File: src/shared/rscl_defines.vh
`ifndef RSCL_DEFINES_VH
`define RSCL_DEFINES_VH

// Register byte offsets
`define RSCL_ADDR_CTRL      4'h0
`define RSCL_ADDR_STATUS    4'h4
`define RSCL_ADDR_FIXMASK   4'h8

// Control register fields
`define RSCL_CTRL_FIXED_EN  0
`define RSCL_CTRL_LED_EN    1
`define RSCL_CTRL_RESET     2'h3

// Status register fields
`define RSCL_ST_CFG_LSB     0
`define RSCL_ST_FIXED_LSB   4
`define RSCL_ST_VALID       8
`define RSCL_ST_SHORT       9
`define RSCL_ST_IN_RESET    10

// Fixed-port codes
`define RSCL_FIXED_NONE     2'h0
`define RSCL_FIXED_P1       2'h1
`define RSCL_FIXED_P12      2'h2
`define RSCL_FIXED_P123     2'h3

// AXI responses
`define RSCL_RESP_OKAY      2'h0
`define RSCL_RESP_SLVERR    2'h2

// Least low time of the external reset, and clock period
`define RSCL_RST_MIN_NS     1000
`define RSCL_CLK_NS         10
`define RSCL_RST_MIN_CYC    ((`RSCL_RST_MIN_NS + `RSCL_CLK_NS - 1) / `RSCL_CLK_NS)

`endif

File: src/logic/rscl_sync.v
`timescale 1ns/1ps
`default_nettype none

// Two-stage synchroniser, one per bit; the first stage feeds only the second
module rscl_sync #(
    parameter WIDTH = 1,
    parameter [WIDTH-1:0] RESET_VALUE = {WIDTH{1'b0}}
) (
    input  wire             aclk,
    input  wire             aresetn,
    input  wire [WIDTH-1:0] din,
    output wire [WIDTH-1:0] dout
);
    genvar i;
    generate
        for (i = 0; i < WIDTH; i = i + 1) begin : g_bit
            reg stage1;
            reg stage2;
            // Metastability guard for asynchronous pin levels
            always @(posedge aclk) begin
                if (!aresetn) begin
                    stage1 <= RESET_VALUE[i];
                    stage2 <= RESET_VALUE[i];
                end else begin
                    stage1 <= din[i];
                    stage2 <= stage1;
                end
            end
            assign dout[i] = stage2;
        end
    endgenerate
endmodule // rscl_sync

`default_nettype wire

File: src/logic/rscl_top.v
// What this block does
// - Sample upper fixed-port strap bit when external reset is released
// - Use fixed-port straps only if package and settings enable them
// - Code 00 means all ports removable; 01 means port 1 fixed
// - Code 10 fixes ports 1,2; code 11 fixes 1,2,3 when present
// - Latch config select bit 0 at external reset release
// - Latch config select bit 1 at external reset release
// - Latch config select bit 2; treat as 0 if pin absent
// - Speed LED active high if select bit 1 is 0, else low
// - Assert speed LED at high-speed upstream link, negate at full speed
// - Sample lower fixed-port strap bit together with the upper one
//
// The implementer's own choices: the address map and the AXI4-Lite register port.
`timescale 1ns/1ps
`default_nettype none
`include "rscl_defines.vh"

module rscl_top #(
    parameter NPORTS           = 7,
    parameter PKG_HAS_FIXED    = 1,
    parameter PKG_HAS_CFG_SEL2 = 1
) (
    input  wire              aclk,
    input  wire              aresetn,
    // External reset pin and strap pins
    input  wire              ext_reset_n,
    input  wire [1:0]        fixed_port_strap,
    input  wire [2:0]        cfg_sel,
    // Upstream link state from the hub core, same clock
    input  wire              link_connected,
    input  wire              link_highspeed,
    // Speed LED pin, shared with config select bit 1
    input  wire              highspeed_link_led_i,
    output reg               highspeed_link_led_o,
    output reg               highspeed_link_led_oe,
    // Latched results
    output reg  [2:0]        cfg_method,
    output reg  [NPORTS-1:0] fixed_port_mask,
    output reg               straps_valid,
    // AXI4-Lite slave
    input  wire [3:0]        s_axi_awaddr,
    input  wire              s_axi_awvalid,
    output reg               s_axi_awready,
    input  wire [31:0]       s_axi_wdata,
    input  wire [3:0]        s_axi_wstrb,
    input  wire              s_axi_wvalid,
    output reg               s_axi_wready,
    output reg  [1:0]        s_axi_bresp,
    output reg               s_axi_bvalid,
    input  wire              s_axi_bready,
    input  wire [3:0]        s_axi_araddr,
    input  wire              s_axi_arvalid,
    output reg               s_axi_arready,
    output reg  [31:0]       s_axi_rdata,
    output reg  [1:0]        s_axi_rresp,
    output reg               s_axi_rvalid,
    input  wire              s_axi_rready
);
    // Minimum low time in clocks; cut to the width of the low-time counter
    localparam integer RST_MIN_INT = `RSCL_RST_MIN_CYC;
    localparam [7:0]   RST_MIN_CYC = RST_MIN_INT[7:0];

    wire        rst_pin_s;
    wire [1:0]  fixed_s;
    wire [2:0]  cfg_s;
    reg         rst_pin_q;
    reg  [7:0]  low_cnt;
    reg  [1:0]  fixed_code;
    reg         short_pulse;
    reg  [1:0]  ctrl;
    reg  [3:0]  aw_addr;
    reg         aw_have;
    reg  [31:0] w_data;
    reg  [3:0]  w_strb;
    reg         w_have;
    reg  [31:0] next_rdata;
    reg  [1:0]  next_rresp;
    wire [NPORTS-1:0] next_mask;
    wire        release_edge;
    wire        led_active;

    // Pins are asynchronous; reset pin idles in its asserted state
    rscl_sync #(.WIDTH(6), .RESET_VALUE(6'h00)) u_sync (
        .aclk    (aclk),
        .aresetn (aresetn),
        .din     ({ext_reset_n, fixed_port_strap, cfg_sel[2], highspeed_link_led_i,
                   cfg_sel[0]}),
        .dout    ({rst_pin_s, fixed_s, cfg_s[2], cfg_s[1], cfg_s[0]})
    );

    // Straps and reset pass the same two stages, so they stay aligned
    assign release_edge = rst_pin_s & ~rst_pin_q;

    // Decode the fixed-port code into a per-port mask
    genvar p;
    generate
        for (p = 0; p < NPORTS; p = p + 1) begin : g_port
            // One driver per bit; code 00 leaves every port removable
            assign next_mask[p] = (fixed_s == `RSCL_FIXED_P1)   ? (p == 0) :
                                  (fixed_s == `RSCL_FIXED_P12)  ? (p <= 1) :
                                  (fixed_s == `RSCL_FIXED_P123) ? (p <= 2) :
                                  1'b0;
        end
    endgenerate

    // Measure the low time of the external reset, saturating at the minimum
    always @(posedge aclk) begin
        if (!aresetn) begin
            rst_pin_q <= 1'b0;
            low_cnt   <= 8'h00;
        end else begin
            rst_pin_q <= rst_pin_s;
            if (rst_pin_s) begin
                low_cnt <= 8'h00;
            end else if (low_cnt < RST_MIN_CYC) begin
                low_cnt <= low_cnt + 8'h01;
            end
        end
    end

    // Capture straps once at release; later pin use cannot disturb them
    always @(posedge aclk) begin
        if (!aresetn) begin
            cfg_method      <= 3'h0;
            fixed_code      <= 2'h0;
            fixed_port_mask <= {NPORTS{1'b0}};
            straps_valid    <= 1'b0;
            short_pulse     <= 1'b0;
        end else if (!rst_pin_s) begin
            straps_valid <= 1'b0;
        end else if (release_edge) begin
            cfg_method[0] <= cfg_s[0];
            cfg_method[1] <= cfg_s[1];
            cfg_method[2] <= (PKG_HAS_CFG_SEL2 != 0) ? cfg_s[2] : 1'b0;
            straps_valid  <= 1'b1;
            short_pulse   <= (low_cnt < RST_MIN_CYC);
            if ((PKG_HAS_FIXED != 0) && ctrl[`RSCL_CTRL_FIXED_EN]) begin
                fixed_code      <= fixed_s;
                fixed_port_mask <= next_mask;
            end else begin
                fixed_code      <= `RSCL_FIXED_NONE;
                fixed_port_mask <= {NPORTS{1'b0}};
            end
        end
    end

    // Speed LED: pin is a strap input during reset, then an output
    assign led_active = link_connected & link_highspeed;
    always @(posedge aclk) begin
        if (!aresetn) begin
            highspeed_link_led_oe <= 1'b0;
            highspeed_link_led_o  <= 1'b0;
        end else begin
            highspeed_link_led_oe <= straps_valid & ctrl[`RSCL_CTRL_LED_EN];
            // Polarity comes from the latched select bit, not the live pin
            highspeed_link_led_o  <= led_active ^ cfg_method[1];
        end
    end

    // Write channel: address and data taken in either order
    always @(posedge aclk) begin
        if (!aresetn) begin
            s_axi_awready <= 1'b0;
            s_axi_wready  <= 1'b0;
            s_axi_bvalid  <= 1'b0;
            s_axi_bresp   <= `RSCL_RESP_OKAY;
            aw_have       <= 1'b0;
            w_have        <= 1'b0;
            aw_addr       <= 4'h0;
            w_data        <= 32'h00000000;
            w_strb        <= 4'h0;
            ctrl          <= `RSCL_CTRL_RESET;
        end else begin
            s_axi_awready <= 1'b0;
            s_axi_wready  <= 1'b0;
            if (s_axi_awvalid && !aw_have && !s_axi_awready && !s_axi_bvalid) begin
                s_axi_awready <= 1'b1;
                aw_have       <= 1'b1;
                aw_addr       <= s_axi_awaddr;
            end
            if (s_axi_wvalid && !w_have && !s_axi_wready && !s_axi_bvalid) begin
                s_axi_wready <= 1'b1;
                w_have       <= 1'b1;
                w_data       <= s_axi_wdata;
                w_strb       <= s_axi_wstrb;
            end
            if (aw_have && w_have && !s_axi_bvalid) begin
                aw_have      <= 1'b0;
                w_have       <= 1'b0;
                s_axi_bvalid <= 1'b1;
                if (aw_addr == `RSCL_ADDR_CTRL) begin
                    s_axi_bresp <= `RSCL_RESP_OKAY;
                    if (w_strb[0]) begin
                        ctrl <= w_data[1:0];
                    end
                end else if (aw_addr == `RSCL_ADDR_STATUS ||
                             aw_addr == `RSCL_ADDR_FIXMASK) begin
                    s_axi_bresp <= `RSCL_RESP_OKAY;                // Read-only, write ignored
                end else begin
                    s_axi_bresp <= `RSCL_RESP_SLVERR;
                end
            end else if (s_axi_bvalid && s_axi_bready) begin
                s_axi_bvalid <= 1'b0;
            end
        end
    end

    // Read data mux; unmapped offsets answer SLVERR with zero data
    always @* begin
        next_rdata = 32'h00000000;
        next_rresp = `RSCL_RESP_OKAY;
        case (s_axi_araddr)
            `RSCL_ADDR_CTRL: begin
                next_rdata[1:0] = ctrl;
            end
            `RSCL_ADDR_STATUS: begin
                next_rdata[`RSCL_ST_CFG_LSB +: 3]   = cfg_method;
                next_rdata[`RSCL_ST_FIXED_LSB +: 2] = fixed_code;
                next_rdata[`RSCL_ST_VALID]          = straps_valid;
                next_rdata[`RSCL_ST_SHORT]          = short_pulse;
                next_rdata[`RSCL_ST_IN_RESET]       = ~rst_pin_s;
            end
            `RSCL_ADDR_FIXMASK: begin
                next_rdata[NPORTS-1:0] = fixed_port_mask;
            end
            default: begin
                next_rresp = `RSCL_RESP_SLVERR;
            end
        endcase
    end

    // Read channel: one read in flight
    always @(posedge aclk) begin
        if (!aresetn) begin
            s_axi_arready <= 1'b0;
            s_axi_rvalid  <= 1'b0;
            s_axi_rdata   <= 32'h00000000;
            s_axi_rresp   <= `RSCL_RESP_OKAY;
        end else begin
            s_axi_arready <= 1'b0;
            if (s_axi_arvalid && !s_axi_arready && !s_axi_rvalid) begin
                s_axi_arready <= 1'b1;
                s_axi_rvalid  <= 1'b1;
                s_axi_rdata   <= next_rdata;
                s_axi_rresp   <= next_rresp;
            end else if (s_axi_rvalid && s_axi_rready) begin
                s_axi_rvalid <= 1'b0;
            end
        end
    end
endmodule // rscl_top

`default_nettype wire

File: config.mk
export PLATFORM = sky130hd
export DESIGN_NAME = rscl_top
export DESIGN_NICKNAME = d
export VERILOG_FILES = /design/src/logic/rscl_sync.v /design/src/logic/rscl_top.v
export VERILOG_INCLUDE_DIRS = /design/src /design/src/shared
export SDC_FILE = /design/constraint.sdc
export NUM_CORES = 1
export LEC_CHECK = 0
export CORE_AREA = 5 5 87 65
export CTS_BUF_LIST = sky130_fd_sc_hd__clkbuf_16
export DETAILED_ROUTE_END_ITERATION = 10
export DIE_AREA = 0 0 92 70
export DONT_BUFFER_PORTS = 1
export PLACE_DENSITY = 0.69
export SETUP_SLACK_MARGIN = 0.5
export SYNTH_ARGS = -nofsm -noshare
export SYNTH_HDL_FRONTEND = slang
export SYNTH_SLANG_ARGS = --single-unit
File: constraint.sdc
create_clock -name aclk -period 1.5 [get_ports aclk]
set_input_delay 0.45 -clock aclk [delete_from_list [all_inputs] [get_ports aclk]]
set_output_delay 0.45 -clock aclk [all_outputs]
set_load 0.1 [all_outputs]
==> results of run 1 <==
-- stage by stage --
| stage | total power [W] | area [µm²] | utilization | setup slack [ns] |
|---|---|---|---|---|
| after global placement | 0.00235 | 2590 | 0.555 | 0.202 |
| after detailed placement | 0.00236 | 2590 | 0.555 | 0.182 |
| after global routing | 0.00435 | 3290 | 0.703 | 0.102 |
| after CTS | 0.00420 | 3200 | 0.684 | 0.165 |
| after floorplan | 0.00240 | 2780 | - | 0.210 |
| final | 0.00419 | 3290 | 0.703 | 0.173 |
-- power breakdown --
| group | switching, W | total [W] | leakage [nW] | internal, W |
|---|---|---|---|---|
| Sequential | 0.000133 | 0.00174 | 0.507 | 0.00161 |
| Combinational | 0.000520 | 0.000739 | 0.632 | 0.000219 |
| Clock | 0.000642 | 0.00172 | 0.135 | 0.00107 |
| Total | 0.00130 | 0.00419 | 1.27 | 0.00290 |
-- area by class of cell --
| class | instances | area [µm²] | area share |
|---|---|---|---|
| sequential | 59 | 1300 | 0.396 |
| multi-input combinational | 180 | 1300 | 0.395 |
| timing repair buffer | 33 | 352 | 0.107 |
| clock buffer | 9 | 225 | 0.0685 |
| tap | 57 | 71.3 | 0.0217 |
| clock inverter | 6 | 26.3 | 0.00799 |
| inverter | 3 | 11.3 | 0.00343 |
| antenna | 1 | 2.50 | 0.000761 |
-- metal layers --
layer	up-vias	routed length, µm
met2	69	2470
met1	833	2290
met5	-	0
met3	12	455
li1	885	-
met4	0	80
-- flip-flops by register name, summed over array words and instances, names as in the netlist, 2 cells and up --
register             cells
low_cnt                  8
cfg_method               3
s_axi_rdata              8
u_sync.g_bit.stage1      6
aw_addr                  4
u_sync.g_bit.stage2      6
fixed_port_mask          3
ctrl                     2
fixed_code               2
w_data                   2
-- placed cells by master, fill, tap and decap left out, drive strengths merged, types with 2 or more instances in the layout --
master    n
conb     30
o211ai    4
nor3b     2
or4       2
clkinv    4
inv       5
and3b     2
dfxtp    59
nand2    27
a2bb2oi   2
o21a      2
o22ai     7
nor2b    16
nand3     4
nor4b     2
and2     19
clkbuf    9
a21oi     5
a21boi   11
buf      33
nand2b    5
mux2i    11
nor2      5
nand3b    3
o31ai     3
o21ai     3
-- cells by family after synthesis --
logic type | Yosys count | synth area share
AND/OR/NAND/NOR | 94 | 0.232
adder cells (fa/ha/maj) | 1 | 0.00502
buffers and inverters | 43 | 0.113
AO/OA/AOI/OAI | 43 | 0.127
multiplexers | 11 | 0.0442
XOR/XNOR | 1 | 0.00351
other | 1 | 0.00150
flip-flops | 59 | 0.474
-- worst min-delay path by stage --
stage                                 startpoint                     end  slack [ns]  depth (start not counted)
final                       highspeed_link_led_i  u_sync.g_bit[1].stage1        0.25                          1
after global placement    u_sync.g_bit[2].stage1  u_sync.g_bit[2].stage2        0.41                          1
after floorplan           u_sync.g_bit[0].stage1  u_sync.g_bit[0].stage2        0.41                          1
after CTS                   highspeed_link_led_i  u_sync.g_bit[1].stage1        0.24                          1
after global routing                     aresetn          s_axi_rresp[1]        0.24                          2
after detailed placement  u_sync.g_bit[5].stage1  u_sync.g_bit[5].stage2        0.42                          1
-- Yosys cell counts, drive strengths merged, types with 2 or more instances --
master	instances	area share
a21boi	11	0.033
a21oi	5	0.010
a2bb2oi	2	0.0070
and2	19	0.049
and3b	2	0.0070
buf	32	0.097
clkbuf	8	0.012
dfxtp	59	0.47
inv	3	0.0045
mux2i	11	0.044
nand2	27	0.041
nand2b	5	0.013
nand3	4	0.0080
nand3b	3	0.0090
nor2	5	0.0075
nor2b	16	0.040
nor3b	2	0.0080
nor4b	2	0.019
o211ai	4	0.012
o21a	2	0.0060
o21ai	3	0.0060
o22ai	7	0.018
o31ai	3	0.0090
or4	2	0.0060
-- repair_timing --
item	4_1_cts	5_1_grt
pin swaps	15	12
resized for setup	51	17
setup buffers	22	3
cloned	1	0
endpoints found under the setup margin	64	64
==> out/results.txt, run 1 <==
Post-synth EDFFs - 0
Layout cell share with drive strength beyond 1 - 0.386
Later-pin clock latency in the skew report - 0.32 ns
Tightest Hold Check Type - input port to flop
WL/cell - 15.2 µm
Maximum VDD drop - 0.000940 V
Placer Congestion - 0.725
Horiz. Die Dim - 92 µm
Main synth FF type - dfxtp_1
Crit end category - output port
Final Hold Viols - 0
Busiest grt layer - met2
Initial core utilization - 0.533
Congestion Overflow GR - 0
Depth of the CTS H-tree - 3
Setup TNS - 0 ns
Setup crit start kind - flop
Core ar. - 0.00468 mm²
First-pass GRT wire length - 8340 µm
Largest net degree at the start of global routing - 59
Register-to-Register Setup Slack - 0.18 ns
Tmin final - 1.33 ns
Total track usage - 0.167
Root Driver - clkbuf_16
Worst EP arrival - 0.88 ns
GRT met3 Usage - 0.0869
Final Max Tran Viols - 0
Die area - 0.00644 mm²
Dpl hpwl - 3380 µm
Drt initial violations - 85
Nets@finish - 347
Cell variety after synth - 44
Height of the chip - 70 µm
Cts bufs inserted - 9
I/O pin count - 114
Initial antenna violation count - 1
Critical path data required time - 1.05 ns
Layout Skew - 0.00379 ns
M2 GR Usage - 0.252
Final ANT Viol Nets - 0
CP Capture Point - s_axi_bresp[1]
Met1 Use GR - 0.200
Status - complete, no violations
Clock Sinks - 59
PwrDens - 1280 mW/mm²
Vias - 1799
Final setup vio count - 0
R2r endpoint - w_data[1]
Port bufs - 0
Filler cells - 330
RSZ-0062 raised after global routing - yes
Dpl cells - 306
Min Hold Slack - 0.253 ns
Vias in the first global route - 1709
Yosys reg bits - 59
CP Launch Point - s_axi_bresp[1]
Avg Cell Area, Syn - 9.85 µm²
Initial DRT Pass Iterations - 4
Clk buf depth - 2
CP Depth - 0
Post-Route WL - 5300 µm
Mapped Cells - 253
Yosys Warn Count - 0
Post-Syn Area - 0.00249 mm²
RR Startpoint - s_axi_bvalid
DRC errors left - 0
Seq/Total Area, Yosys - 0.474
Final worst path period share - 0.884
Max_cap viols - 0
TritonCTS clock tree - yes
Syn-to-layout area delta - 31.9%
FFs w/ async S/R, synth - 0
Clk slew on worst S/H paths - 0.05 ns
CP max FO - 2
Non-Filler Instances - 348
Pleak - 1.27 nW
Row count - 21
Hold buffer count at cts - 0
Post-DR vias/cell - 5.17
Setup CP Type - flop to output port
Register-to-Register Path Depth - 5
Fmax - 754 MHz
No activity file was read; power rests on OpenSTA's default activity.
==> run 2, diff against run 1 <==
--- a/config.mk
+++ b/config.mk
@@ -12,6 +12,7 @@
 export DIE_AREA = 0 0 92 70
 export DONT_BUFFER_PORTS = 1
 export PLACE_DENSITY = 0.69
+export RECOVER_POWER = 50
 export SETUP_SLACK_MARGIN = 0.5
 export SYNTH_ARGS = -nofsm -noshare
 export SYNTH_HDL_FRONTEND = slang
==> run 2 against run 1 <==
Sequential share of layout area increased by 0.50 points. Wire length down 0.34%. Largest power group unchanged. Utilization is 1.5 points lower. Clock skew hardly changed. Flip-flop and latch count is the same. Non-clock buffer count stayed put. Global-route usage unchanged. First-iteration DRC count rose by 16%. Cell count did not move. Worst setup slack worse by 0.036 ns.
==> out/results.txt, run 2 (synthesis results as in run 1) <==
Area post-placement - 0.00259 mm² (unchanged)
FF/Latch Area - 0.00129 mm² (-0.87%)
Worst EP arrival - 1.60 ns (+0.72 ns)
RSZ-0062 raised after global routing - yes
Vias in the first global route - 1709 (unchanged)
Top flop regs - low_cnt: 8 flops, s_axi_rdata: 8 flops
DRC errors left - 0 (unchanged)
Filler cells - 349 (+5.8%)
Tot Pwr - 0.00418 W (-0.39%)
Crit end category - flop
Met1 Use GR - 0.200 (unchanged)
Initial antenna violation count - 1 (unchanged)
Final Core Density - 0.688 (-0.0147)
Root Driver - clkbuf_16
Core ar. - 0.00468 mm² (unchanged)
Status - complete, no violations
Nets@finish - 347 (unchanged)
Placer Congestion - 0.725 (unchanged)
PwrDens - 1300 mW/mm² (+1.7%)
Height of the chip - 70 µm (unchanged)
WL/cell - 15.2 µm (-0.34%)
Final ANT Viol Nets - 0 (unchanged)
Area of the multi-input gates - 0.00126 mm² (-2.7%)
Clk buf depth - 2 (unchanged)
Max_cap viols - 0 (unchanged)
Later-pin clock latency in the skew report - 0.32 ns (about the same)
Setup CP Type - flop to flop
Row count - 21 (unchanged)
Dpl hpwl - 3380 µm (unchanged)
Kind of cell adding the most delay to the critical path - buffers and inverters
Initial DRT Pass Iterations - 4 (unchanged)
Largest net degree at the start of global routing - 59 (unchanged)
CP max stage delay - 0.35 ns
Critical path data required time - 1.74 ns (+0.69 ns)
Clock Sinks - 59 (unchanged)
Most frequent cells in the layout - conb_1 (30), dfxtp_4 (26), nand2_1 (25), dfxtp_1 (25), buf_4 (16)
Tightest Hold Check Type - input port to flop
Total track usage - 0.167 (unchanged)
Cts bufs inserted - 9 (unchanged)
CP bufs+invs - 2
Setup crit start kind - flop
Commonest non-fill, non-tap cell in the layout - conb_1
Final Hold Viols - 0 (unchanged)
Layout cell share with drive strength beyond 1 - 0.352 (-0.0345)
Port bufs - 0 (unchanged)
Pleak - 1.26 nW (-1.3%)
I/O pin count - 114 (unchanged)
Hold depth - 1 (unchanged)
Clk slew on worst S/H paths - 0.05 ns (about the same)
Congestion Overflow GR - 0 (unchanged)
Busiest grt layer - met2
M2 GR Usage - 0.252 (unchanged)
Drt initial violations - 99 (+16%)
Register-to-Register Path Depth - 5 (unchanged)
CP max FO - 5 (+3)
Tmin final - 1.36 ns (+0.0363 ns)
Die area - 0.00644 mm² (unchanged)
Final setup vio count - 0 (unchanged)
GRT met3 Usage - 0.0869 (unchanged)
CP max-delay cell - dfxtp_4
Vias - 1785 (-0.78%)
First-pass GRT wire length - 8340 µm (unchanged)
Setup TNS - 0 ns (unchanged)
CP Depth - 5 (+5)
Final worst path period share - 0.909 (+0.0242)
Syn-to-layout area delta - 29.1%
Hold buffer count at cts - 0 (unchanged)
Final Max Tran Viols - 0 (unchanged)
Post-Route WL - 5280 µm (-0.34%)
Maximum VDD drop - 0.000937 V (-0.30%)
Depth of the CTS H-tree - 3 (unchanged)
Layout Skew - 0.00363 ns (-0.000163 ns)
Horiz. Die Dim - 92 µm (unchanged)
Initial core utilization - 0.533 (unchanged)
Finished Cell Area - 0.00322 mm² (-2.1%)
TritonCTS clock tree - yes
Fmax - 734 MHz (-2.7%)
Post-DR vias/cell - 5.13 (-0.78%)
CP Cell Sequence - buf_6 > nor3b_4 > clkbuf_1 > o211ai_1 > a21boi_0
## run 2: area by class of cell
class	count	share of cell area
Tap cell	57	0.0222
Timing Repair Buffer	33	0.102
Antenna cell	1	0.000778
Multi-Input combinational cell	180	0.393
Inverter	3	0.00350
Clock buffer	9	0.0700
Clock inverter	6	0.00816
Sequential cell	59	0.400
## run 2: path summary, 6_finish.rpt
| check | slack [ns] | start | end |
|---|---|---|---|
| worst max register to register | 0.14 | s_axi_arready | s_axi_rdata[2] |
| worst min-delay path | 0.26 | highspeed_link_led_i | u_sync.g_bit[1].stage1 |
| worst min register to register | 0.42 | u_sync.g_bit[5].stage1 | u_sync.g_bit[5].stage2 |
| worst max-delay path | 0.14 | s_axi_arready | s_axi_rdata[2] |
## run 2: where the power goes
group	internal [W]	total (W)	switching, W
Clock	0.00107	0.00171	0.000639
Sequential	0.00161	0.00174	0.000130
Combinational	0.000208	0.000726	0.000518
Total	0.00289	0.00418	0.00129
## run 2: repair_timing
| item | in CTS | in global routing |
|---|---|---|
| pin swaps | 15 | 12 |
| endpoints found under the setup margin | 64 | 64 |
| gates resized for setup | 51 | 17 |
| endpoints found under the hold margin | 0 | 0 |
| buffers inserted | 22 | 3 |
| gates cloned | 1 | 0 |
## run 2: per-stage QoR
| stage | setup slack (ns) | instances | hold slack (ns) |
|---|---|---|---|
| after floorplan | 0.210 | 282 | 0.412 |
| after global placement | 0.202 | 306 | 0.414 |
| after detailed placement | 0.182 | 306 | 0.418 |
| after CTS | 0.165 | 344 | 0.244 |
| after global routing | 0.0638 | 348 | 0.249 |
| final | 0.137 | 348 | 0.256 |
## run 2: routing by layer
metal / vias up / part of all wire / wire [µm]
met3: 5 / 0.083 / 440
li1: 882 / - / -
met1: 836 / 0.45 / 2370
met5: - / 0 / 0
met2: 62 / 0.46 / 2420
met4: 0 / 0.0098 / 52
